**config.mk**
```make
export PLATFORM = sky130hd
export DESIGN_NAME = ctxt_ctrl
export DESIGN_NICKNAME = d
export VERILOG_FILES = /design/src/rtl/ctxt_pkg.sv /design/src/rtl/ctxt_ctrl.sv
export VERILOG_INCLUDE_DIRS = /design/src /design/src/rtl
export SDC_FILE = /design/constraint.sdc
export NUM_CORES = 1
export LEC_CHECK = 0
export ABC_AREA = 1
export BUFFER_PORTS_ARGS = -buffer_cell sky130_fd_sc_hd__buf_2
export CAP_MARGIN = 20
export CORE_MARGIN = 8
export CORE_UTILIZATION = 40
export CTS_CLUSTER_DIAMETER = 200
export DETAILED_ROUTE_END_ITERATION = 12
export RECOVER_POWER = 50
export SKIP_CTS_REPAIR_TIMING = 1
export SLEW_MARGIN = 20
export SYNTH_ARGS = -nofsm -noshare
export SYNTH_HDL_FRONTEND = slang
export SYNTH_SLANG_ARGS = --single-unit
```
**constraint.sdc**
```tcl
create_clock -name clock -period 5.3 [get_ports clock]
set_clock_uncertainty 0.15 [all_clocks]
set_input_delay 1.06 -clock clock [delete_from_list [all_inputs] [get_ports clock]]
set_output_delay 1.06 -clock clock [all_outputs]
set_load 0.005 [all_outputs]
```
**src/rtl/ctxt_params.svh**
```systemverilog
// Constants of the continuous transmission test controller.
// Assumes a 100 MHz clock and an 8-bit register port on the transceiver.
`ifndef CTXT_PARAMS_SVH
`define CTXT_PARAMS_SVH
// Transceiver register addresses
`define CTXT_A_IRQ_MASK 8'h0E
`define CTXT_A_CTRL_ONE 8'h04
`define CTXT_A_STATE 8'h02
`define CTXT_A_CHAN 8'h08
`define CTXT_A_PWR 8'h05
`define CTXT_A_STATUS 8'h01
`define CTXT_A_TST 8'h36
`define CTXT_A_CTRL_TWO 8'h0C
`define CTXT_A_RX_CTRL 8'h0A
`define CTXT_A_PART 8'h1C
`define CTXT_A_FB 8'h80
// Values written or expected
`define CTXT_V_MASK 8'h01
`define CTXT_V_CTRL_ONE 8'h00
`define CTXT_V_OFF 8'h03
`define CTXT_V_TST 8'h0F
`define CTXT_V_RATE 8'h03
`define CTXT_V_RX 8'hA7
`define CTXT_V_UNLOCK1 8'h54
`define CTXT_V_UNLOCK2 8'h46
`define CTXT_V_PLL_ON 8'h09
`define CTXT_V_TX_START 8'h02
`define CTXT_V_EXIT 8'h00
`define CTXT_V_OFF_STATUS 5'h08
`define CTXT_V_CW_LOW 8'h00
`define CTXT_V_CW_HIGH 8'hFF
// Software register byte offsets and fields
`define CTXT_R_CTRL 4'h0
`define CTXT_R_CONFIG 4'h4
`define CTXT_R_STATUS 4'h8
`define CTXT_R_FBDATA 4'hC
`define CTXT_F_START 0
`define CTXT_F_CW 1
`define CTXT_F_CHAN 2
`define CTXT_F_PWR 3
`define CTXT_F_STOP 4
// Transceiver reset pulse and frame buffer FIFO size
`define CTXT_RST_NS 1000
`define CTXT_CLK_MHZ 100
`define CTXT_RST_CYC ((`CTXT_RST_NS * `CTXT_CLK_MHZ + 999) / 1000)
`define CTXT_FIFO_DEPTH 4
`define CTXT_FIFO_WIDTH 8
`endif

```
**src/rtl/ctxt_pkg.sv**
```systemverilog
// Types of the continuous transmission test controller.
// Assumes nothing of its surroundings.
package ctxt_pkg;
   typedef enum logic [4:0] {
      S_IDLE = 5'b00000, S_RST = 5'b00001, S_MASK = 5'b00010, S_CTRL1 = 5'b00011,
      S_OFF = 5'b00100, S_CHAN = 5'b00101, S_PWR = 5'b00110, S_CHK = 5'b00111,
      S_TST = 5'b01000, S_RATE = 5'b01001, S_RX = 5'b01010, S_FB = 5'b01011,
      S_UNL1 = 5'b01100, S_UNL2 = 5'b01101, S_PLL = 5'b01110, S_LOCK = 5'b01111,
      S_TXGO = 5'b10000, S_ACTIVE = 5'b10001, S_EXIT = 5'b10010, S_RST2 = 5'b10011
   } ctxt_state_t;
   typedef struct packed {
      logic we;
      logic [7:0] addr;
      logic [7:0] data;
   } ctxt_step_t;
endpackage

```
**src/rtl/ctxt_ctrl.sv**
```systemverilog
// Controller that runs the transceiver's continuous transmission test sequence.
// Assumes the transceiver register port answers on this clock with a one-cycle
// ack, and that the lock interrupt arrives asynchronously.
//
// Overview of operation
// - All configuration is written before the test mode is unlocked.
// - Unlock is 0x0F to digital test control, then 0x54 and 0x46 to part id.
// - Transmission starts with 0x09 then 0x02 to the state command register.
// - The frame buffer is loaded before starting, even for a tone.
// - The first frame byte is the length and equals the bytes that follow.
// - A random pattern of maximum length is advised for modulated output.
// - For a tone every data byte is 0x00 or every byte is 0xFF.
// - After reset the interrupt mask gets 0x01, the lock interrupt only.
// - The off state 0x03 is written before configuring and checked after channel and power.
// - Only tone mode writes 0x03 to control two and 0xA7 to receive control.
// - Transmit start waits for the lock interrupt after the 0x09 write.
// - Writing 0x00 to part id leaves the test mode, then a reset follows.
//
// The Avalon-MM slave port and the address map are this design's own decisions.
`timescale 1ns/1ps
`include "ctxt_params.svh"

module ctxt_fifo #(
   parameter int W = 8,
   parameter int D = 4
) (
   input wire logic clock,
   input wire logic rst_b,
   input wire logic in_valid,
   output logic in_ready,
   input wire logic [W-1:0] in_data,
   output logic out_valid,
   input wire logic out_ready,
   output logic [W-1:0] out_data
);
   localparam int AW = $clog2(D);
   typedef struct packed {
      logic [D-1:0][W-1:0] mem;
      logic [AW-1:0] wp;
      logic [AW-1:0] rp;
      logic [AW:0] cnt;
   } ctxt_fifo_t;
   ctxt_fifo_t r, n;
   logic push, pop;

   assign in_ready = (r.cnt != (AW+1)'(D));
   assign out_valid = (r.cnt != '0);
   assign out_data = r.mem[r.rp];
   assign push = in_valid & in_ready;
   assign pop = out_valid & out_ready;

   always_comb begin
      n = r;
      if (push) begin
         n.mem[r.wp] = in_data;
         n.wp = (r.wp == AW'(D - 1)) ? '0 : r.wp + 1'b1;
      end
      if (pop) begin
         n.rp = (r.rp == AW'(D - 1)) ? '0 : r.rp + 1'b1;
      end
      n.cnt = r.cnt + (AW+1)'(push) - (AW+1)'(pop);
   end

   always_ff @(posedge clock or negedge rst_b) begin
      if (!rst_b) begin
         r <= '0;
      end else begin
         r <= n;
      end
   end
endmodule

module ctxt_ctrl import ctxt_pkg::*; (
   input wire logic clock,
   input wire logic rst_b,
   input wire logic [3:0] avs_address,
   input wire logic avs_read,
   input wire logic avs_write,
   input wire logic [31:0] avs_writedata,
   output logic [31:0] avs_readdata,
   output logic avs_waitrequest,
   output logic trx_rst_b,
   output logic trx_req,
   output logic trx_we,
   output logic [7:0] trx_addr,
   output logic [7:0] trx_wdata,
   input wire logic trx_ack,
   input wire logic [7:0] trx_rdata,
   input wire logic trx_irq_lock
);
   typedef struct packed {
      ctxt_state_t st;
      logic req;
      logic we;
      logic [7:0] addr;
      logic [7:0] data;
      logic rst_n;
      logic [7:0] cnt;
      logic [7:0] fb_left;
      logic fb_len_seen;
      logic [7:0] fb_prev;
      logic fb_any;
      logic cw;
      logic chan_en;
      logic pwr_en;
      logic [7:0] chan;
      logic [7:0] pwr;
      logic err;
      logic cw_bad;
      logic stop_req;
      logic irq_s1;
      logic irq_s2;
      logic rvalid;
      logic [31:0] rdata;
      logic h_unl0;
      logic h_lock;
      logic h_fb_done;
      logic [15:0] h_last;
   } ctxt_regs_t;
   ctxt_regs_t r, n;
   logic fb_valid, fb_ready, fb_in_ready, fb_push, rd, acc;
   logic [7:0] fb_data;

   function automatic ctxt_step_t step_of(input ctxt_state_t s, input logic [7:0] ch,
                                          input logic [7:0] pw);
      case (s)
         S_MASK: step_of = '{1'b1, `CTXT_A_IRQ_MASK, `CTXT_V_MASK};
         S_CTRL1: step_of = '{1'b1, `CTXT_A_CTRL_ONE, `CTXT_V_CTRL_ONE};
         S_OFF: step_of = '{1'b1, `CTXT_A_STATE, `CTXT_V_OFF};
         S_CHAN: step_of = '{1'b1, `CTXT_A_CHAN, ch};
         S_PWR: step_of = '{1'b1, `CTXT_A_PWR, pw};
         S_CHK: step_of = '{1'b0, `CTXT_A_STATUS, 8'h00};
         S_TST: step_of = '{1'b1, `CTXT_A_TST, `CTXT_V_TST};
         S_RATE: step_of = '{1'b1, `CTXT_A_CTRL_TWO, `CTXT_V_RATE};
         S_RX: step_of = '{1'b1, `CTXT_A_RX_CTRL, `CTXT_V_RX};
         S_UNL1: step_of = '{1'b1, `CTXT_A_PART, `CTXT_V_UNLOCK1};
         S_UNL2: step_of = '{1'b1, `CTXT_A_PART, `CTXT_V_UNLOCK2};
         S_PLL: step_of = '{1'b1, `CTXT_A_STATE, `CTXT_V_PLL_ON};
         S_TXGO: step_of = '{1'b1, `CTXT_A_STATE, `CTXT_V_TX_START};
         S_EXIT: step_of = '{1'b1, `CTXT_A_PART, `CTXT_V_EXIT};
         default: step_of = '{1'b0, 8'h00, 8'h00};
      endcase
   endfunction

   function automatic ctxt_state_t next_of(input ctxt_state_t s, input logic cw,
                                           input logic ch_en, input logic pw_en);
      case (s)
         S_MASK: next_of = S_CTRL1;
         S_CTRL1: next_of = S_OFF;
         S_OFF: next_of = ch_en ? S_CHAN : (pw_en ? S_PWR : S_CHK);
         S_CHAN: next_of = pw_en ? S_PWR : S_CHK;
         S_PWR: next_of = S_CHK;
         S_CHK: next_of = S_TST;
         S_TST: next_of = cw ? S_RATE : S_FB;
         S_RATE: next_of = S_RX;
         S_RX: next_of = S_FB;
         S_FB: next_of = S_UNL1;
         S_UNL1: next_of = S_UNL2;
         S_UNL2: next_of = S_PLL;
         S_PLL: next_of = S_LOCK;
         S_TXGO: next_of = S_ACTIVE;
         S_EXIT: next_of = S_RST2;
         default: next_of = S_IDLE;
      endcase
   endfunction

   assign fb_push = avs_write & (avs_address == `CTXT_R_FBDATA);
   assign rd = avs_read & ~r.rvalid;
   assign avs_waitrequest = rd | (fb_push & ~fb_in_ready);
   assign avs_readdata = r.rdata;
   assign trx_rst_b = r.rst_n;
   assign trx_req = r.req;
   assign trx_we = r.we;
   assign trx_addr = r.addr;
   assign trx_wdata = r.data;
   assign acc = r.req & trx_ack;
   assign fb_ready = (r.st == S_FB) & ~r.req;

   ctxt_fifo #(.W(`CTXT_FIFO_WIDTH), .D(`CTXT_FIFO_DEPTH)) u_fifo (
      .clock(clock),
      .rst_b(rst_b),
      .in_valid(fb_push),
      .in_ready(fb_in_ready),
      .in_data(avs_writedata[7:0]),
      .out_valid(fb_valid),
      .out_ready(fb_ready),
      .out_data(fb_data)
   );

   always_comb begin
      n = r;
      n.irq_s1 = trx_irq_lock;
      n.irq_s2 = r.irq_s1;
      n.rvalid = rd;
      if (rd) begin
         case (avs_address)
            `CTXT_R_CTRL: n.rdata = {29'h0000_0000, r.pwr_en, r.chan_en, r.cw};
            `CTXT_R_CONFIG: n.rdata = {16'h0000, r.pwr, r.chan};
            `CTXT_R_STATUS: n.rdata = {22'h00_0000, r.st == S_ACTIVE, r.st != S_IDLE,
                                       r.cw_bad, r.err, 1'b0, r.st};
            default: n.rdata = 32'h0000_0000;
         endcase
      end
      if (avs_write && avs_address == `CTXT_R_CTRL) begin
         if (avs_writedata[`CTXT_F_STOP]) begin
            n.stop_req = 1'b1;
         end
         if (avs_writedata[`CTXT_F_START] && r.st == S_IDLE) begin
            // Configuration is fixed before anything reaches the transceiver
            n.cw = avs_writedata[`CTXT_F_CW];
            n.chan_en = avs_writedata[`CTXT_F_CHAN];
            n.pwr_en = avs_writedata[`CTXT_F_PWR];
            n.err = 1'b0;
            n.cw_bad = 1'b0;
            n.stop_req = 1'b0;
            n.fb_len_seen = 1'b0;
            n.fb_any = 1'b0;
            n.h_unl0 = 1'b0;
            n.h_lock = 1'b0;
            n.h_fb_done = 1'b0;
            n.cnt = 8'h00;
            n.st = S_RST;
         end
      end
      if (avs_write && avs_address == `CTXT_R_CONFIG && r.st == S_IDLE) begin
         n.chan = avs_writedata[7:0];
         n.pwr = avs_writedata[15:8];
      end
      if (acc) begin
         n.h_last = {r.addr, r.data};
      end
      case (r.st)
         S_IDLE: begin
            n.rst_n = 1'b1;
         end
         S_RST, S_RST2: begin
            // Transceiver reset at both ends of the sequence
            n.rst_n = 1'b0;
            n.cnt = r.cnt + 8'h01;
            // Low for exactly the reset count: the first low edge leaves the count at one
            if (r.cnt == 8'(`CTXT_RST_CYC)) begin
               n.rst_n = 1'b1;
               n.cnt = 8'h00;
               n.st = (r.st == S_RST) ? S_MASK : S_IDLE;
            end
         end
         S_LOCK: begin
            if (r.irq_s2) begin
               n.h_lock = 1'b1;
               n.st = S_TXGO;
            end
         end
         S_ACTIVE: begin
            // Transceiver repeats the PSDU until told to leave
            // Stop stays set until the next start, so a stop written after the start never gets lost
            if (r.stop_req) begin
               n.st = S_EXIT;
            end
         end
         S_FB: begin
            if (!r.req && fb_valid) begin
               n.req = 1'b1;
               n.we = 1'b1;
               n.addr = `CTXT_A_FB;
               n.data = fb_data;
               if (!r.fb_len_seen) begin
                  n.fb_left = fb_data;
                  n.fb_len_seen = 1'b1;
               end else begin
                  n.fb_left = r.fb_left - 8'h01;
                  n.fb_prev = fb_data;
                  n.fb_any = 1'b1;
                  // A tone needs a uniform pattern of zeros or ones
                  if (r.cw && ((fb_data != `CTXT_V_CW_LOW && fb_data != `CTXT_V_CW_HIGH)
                               || (r.fb_any && fb_data != r.fb_prev))) begin
                     n.cw_bad = 1'b1;
                  end
               end
            end
            if (acc) begin
               n.req = 1'b0;
               if (r.fb_len_seen && r.fb_left == 8'h00) begin
                  n.h_fb_done = 1'b1;
                  // Buffer loaded before unlock, a bad tone pattern aborts
                  n.st = (r.cw_bad || (r.cw && !r.fb_any)) ? S_RST2 : S_UNL1;
                  n.err = r.cw_bad || (r.cw && !r.fb_any);
               end
            end
         end
         S_MASK, S_CTRL1, S_OFF, S_CHAN, S_PWR, S_CHK, S_TST, S_RATE, S_RX,
         S_UNL1, S_UNL2, S_PLL, S_TXGO, S_EXIT: begin
            // Fixed ordered steps
            if (!r.req) begin
               n.req = 1'b1;
               {n.we, n.addr, n.data} = step_of(r.st, r.chan, r.pwr);
            end else if (trx_ack) begin
               n.req = 1'b0;
               n.st = next_of(r.st, r.cw, r.chan_en, r.pwr_en);
               if (r.st == S_TST) begin
                  n.h_unl0 = 1'b1;
               end
               if (r.st == S_CHK && trx_rdata[4:0] != `CTXT_V_OFF_STATUS) begin
                  n.err = 1'b1;
                  n.st = S_RST2;
               end
            end
         end
         default: n.st = S_IDLE;
      endcase
   end

   always_ff @(posedge clock or negedge rst_b) begin
      if (!rst_b) begin
         r <= '0;
      end else begin
         r <= n;
      end
   end

   logic accw;
   assign accw = acc & r.we;
endmodule

```
==> results by group <==
Layout
  • Total Nets Final: 936
  • Post-route cell area: 7710 µm²
  • Number of inserted diodes: 0
  • Synthesis-to-layout area growth: 11.0%
  • Post-route insts no fill: 1,113
  • End-of-flow core utilization: 45.1%
  • Fraction of final layout cells sized beyond drive strength 1: 15.9%
  • Total of fill cells in the finished design: 1,746

Die
  • Core area: 17,100 µm²
  • Total die area: 21,800 µm²
  • I/O pin count: 102
  • Number of placement rows: 48
  • Height of the die: 148 µm
  • Starting density of the core: 40.6%
  • Die span in x: 148 µm

Placement
  • Post-placement cell area: 7180 µm²
  • Number of placed instances with taps included: 1,081
  • Routability Congestion: 0.919
  • Port Buffer Count: 65
  • Pre-CTS worst setup slack: 1940 ps
  • Final HPWL from detailed placement: 13.0 mm

Routing
  • Post-DR wirelength/cell: 15.8 µm
  • DRT iter0 DRCs: 418
  • Vias after detailed routing: 5,579
  • TritonRoute pass-1 iters: 5
  • Total wire length after detailed routing: 17.6 mm
  • Number of vias per cell after detailed routing: 5.01
  • Count of antenna-violating nets left after detailed routing: 0
  • Number of remaining DRC errors: 0

STA
  • Max-slew violation count: 69
  • Setup repair after global routing missed its margin: no
  • Setup Total Neg Slack: 0 ps
  • Setup-violating endpoint count in the final report: 0
  • Post-route fraction of the period consumed by the critical path: 74.6%
  • Fin crit period: 3950 ps
  • Number of failing hold endpoints at the final stage: 0
  • Max-slew headroom: -24.2%
  • Peak clock frequency supported by timing: 253 MHz
  • Worst-Margin Slew: 1860 ps
  • Crit path setup slack, layout: 1350 ps

Status
  • Violated checks: max-capacitance violations, max-slew violations
  • Outcome: finished with violations

Setup path
  • Startpoint of the worst-slack reg-to-reg timing path: r[125]
  • Max Fanout on Critical Path: 16
  • Cell breakdown of the critical path: inv_1, nand2_1, nor2_1, nand2_4, nor2_1, clkinvlp_2, nand2_4, nand2_1, inv_4, nor2_1, a31oi_1
  • Critical Path Max Stage Delay: 780 ps
  • CP Class: reg -> reg
  • Family with the most delay on the worst path: simple AND/OR/NAND/NOR gates
  • Most common cell on crit path: nor2_1
  • Number of cells on the worst reg-to-reg path: 11
  • Arrival time worst endpoint: 4130 ps
  • Nature of the critical path endpoint: register
  • Number of buffers and inverters on the critical path: 3
  • FF-to-FF End: trx_wdata[6]
  • Cell with the biggest individual delay on the critical path: nor2_1
  • Critical path launch point type: register
  • Register-to-register path setup slack: 1350 ps
  • Critical path data required time: 5480 ps

Job
  • Maximum Capacitance Violations: 2

Pwr
  • Switching share of power: 36.2%
  • Combinational cell fraction of total power: 28.5%
  • Lkg Pwr: 3.84 nW
  • Cell-internal power: 2.29 mW
  • Largest voltage drop on the vdd net: 0.259 mV
  • Clk pwr share: 32.3%
  • Sequential power share: 39.1%
  • Pwr dens: 465 nW/µm²
  • Switching Power: 1.30 mW

Yosys
  • Library cell with the largest summed area after synthesis: dfrtp_1
  • Synth async-reset ratio: 100%
  • Post-synthesis cell count: 840
  • Top cell types by occurrence after synthesis: nand2_1, dfrtp_1, inv_1
  • Sequential-to-total area share from yosys stat: 46.5%
  • Number of flops mapped to enable cells by yosys: 0
  • Average cell area after synthesis: 8.27 µm²
  • Yosys warns: 0
  • Count of distinct cell types in the synthesized netlist: 45
  • Biggest area contributors in the synthesized netlist: dfrtp_1, nand2_1, buf_4, o21ai_0, inv_1
  • Post-synthesis register bit count: 129
  • Syn Std Cell Area: 6950 µm²
  • Primary flip-flop cell chosen by synthesis mapping: dfrtp_1
  • Area share of the largest cell type after synthesis: 46.5%
  • Most common cell in the synthesized netlist: nand2_1

Global routing
  • All-layer global routing usage: 16.8%
  • Wire length of the first global-routing pass: 28.9 mm
  • Remaining global-route overflow: 0
  • Number of global-route vias before repair: 5,433
  • Antenna violations before repair: 0
  • Pin count of the biggest net entering global routing: 65

Clocking
  • Later-pin clock latency in the skew report: 420 ps
  • Total clock sinks: 129
  • CTS HTree Levels: 4
  • Clock tree from TritonCTS: done
  • Clock-pin slew on the worst setup and hold paths: 60 ps
  • Total CTS buffers: 17
  • Library cell used as clock root buffer: clkbuf_16
  • CTS Buffer Depth: 2

Hold path
  • Hold Path End: r[52]
  • Number of stages on the worst hold path: 0
  • Min-delay src: n[52]
  • Worst Hold Class: reg -> reg
==> stage by stage <==
step / hold slack [ps] / power, mW
after floorplan: 181 / 2.20
after global placement: 184 / 2.45
after detailed placement: 193 / 2.47
after CTS: 214 / 3.65
after global routing: 211 / 3.83
final: 208 / 3.59
==> placed cells by master, fill, tap and decap left out, types with 2 or more instances in the layout <==
cell / n
nand3_1: 51
nand2_4: 3
nand2_1: 211
clkbuf_8: 2
xor2_1: 3
nand3_2: 2
inv_2: 5
xnor2_1: 4
ha_1: 10
a31oi_1: 7
nand4_1: 11
o21ai_0: 64
clkbuf_16: 17
o221ai_1: 4
clkbuf_1: 4
o21a_1: 20
o211ai_1: 6
a21oi_1: 30
nor3_1: 12
nor2_2: 5
buf_2: 64
clkinv_4: 2
bufinv_16: 2
clkinvlp_4: 3
inv_1: 85
nand2_2: 2
conb_1: 17
nor2_1: 59
nor2_4: 4
inv_6: 2
clkinv_2: 3
mux2_2: 17
o22ai_1: 10
inv_4: 2
dfrtp_1: 129
==> flip-flops by register name (all words and copies together), names as in the netlist <==
| signal | flops |
|---|---|
| r | 55 |
| trx_we | 1 |
| trx_rst_b | 1 |
| avs_readdata | 16 |
| trx_addr | 7 |
| n | 1 |
| trx_req | 1 |
| u_fifo.r | 39 |
| trx_wdata | 8 |
==> power groups by stage <==
stage                     combinational, mW  sequential (mW)  clock [mW]
after floorplan                       0.848             1.35           0
after global placement                 1.03             1.42           0
after detailed placement               1.05             1.42           0
after CTS                              1.05             1.40        1.19
after global routing                   1.16             1.44        1.23
final                                  1.02             1.40        1.16
==> worst max path at each step <==
stage | cells after the start | end | startpoint | slack (ps)
global route | 11 | trx_wdata[6] | r[125] | 970
floorplan | 5 | avs_waitrequest | avs_address[1] | 2470
detailed placement | 7 | avs_waitrequest | avs_read | 1940
global placement | 7 | avs_waitrequest | avs_read | 1930
finish | 11 | trx_wdata[6] | r[125] | 1350
CTS | 7 | avs_waitrequest | avs_read | 1920
==> kinds of logic (layout without fill, tap and decap cells) <==
group	after synthesis	in the layout	synth area share, %
simple gates	365	365	23.5
buf+inv	162	194	11.8
compound gates	148	148	12.5
flops	129	129	46.5
mux	17	17	2.75
fa+ha+maj	11	11	2.09
xor+xnor	7	7	0.882
other cells	1	17	0.0540
==> final cells by class <==
cell class	instances	area [µm²]	share of cell area, %
Inverter	94	359	4.65
Sequential cell	129	3230	41.8
Multi-Input combinational cell	565	2920	37.8
Clock inverter	12	133	1.72
Tap cell	225	282	3.65
Timing Repair Buffer	68	339	4.40
Clock buffer	20	457	5.92
==> metal layers <==
layer	vias to the layer above	GRT usage, %	routed length (µm)
met3	18	5.04	1120
met2	169	24.4	7500
met5	-	0	0
li1	2763	-	-
met1	2629	23.0	8670
met4	0	6.07	310
No activity file was read; power rests on OpenSTA's default activity.
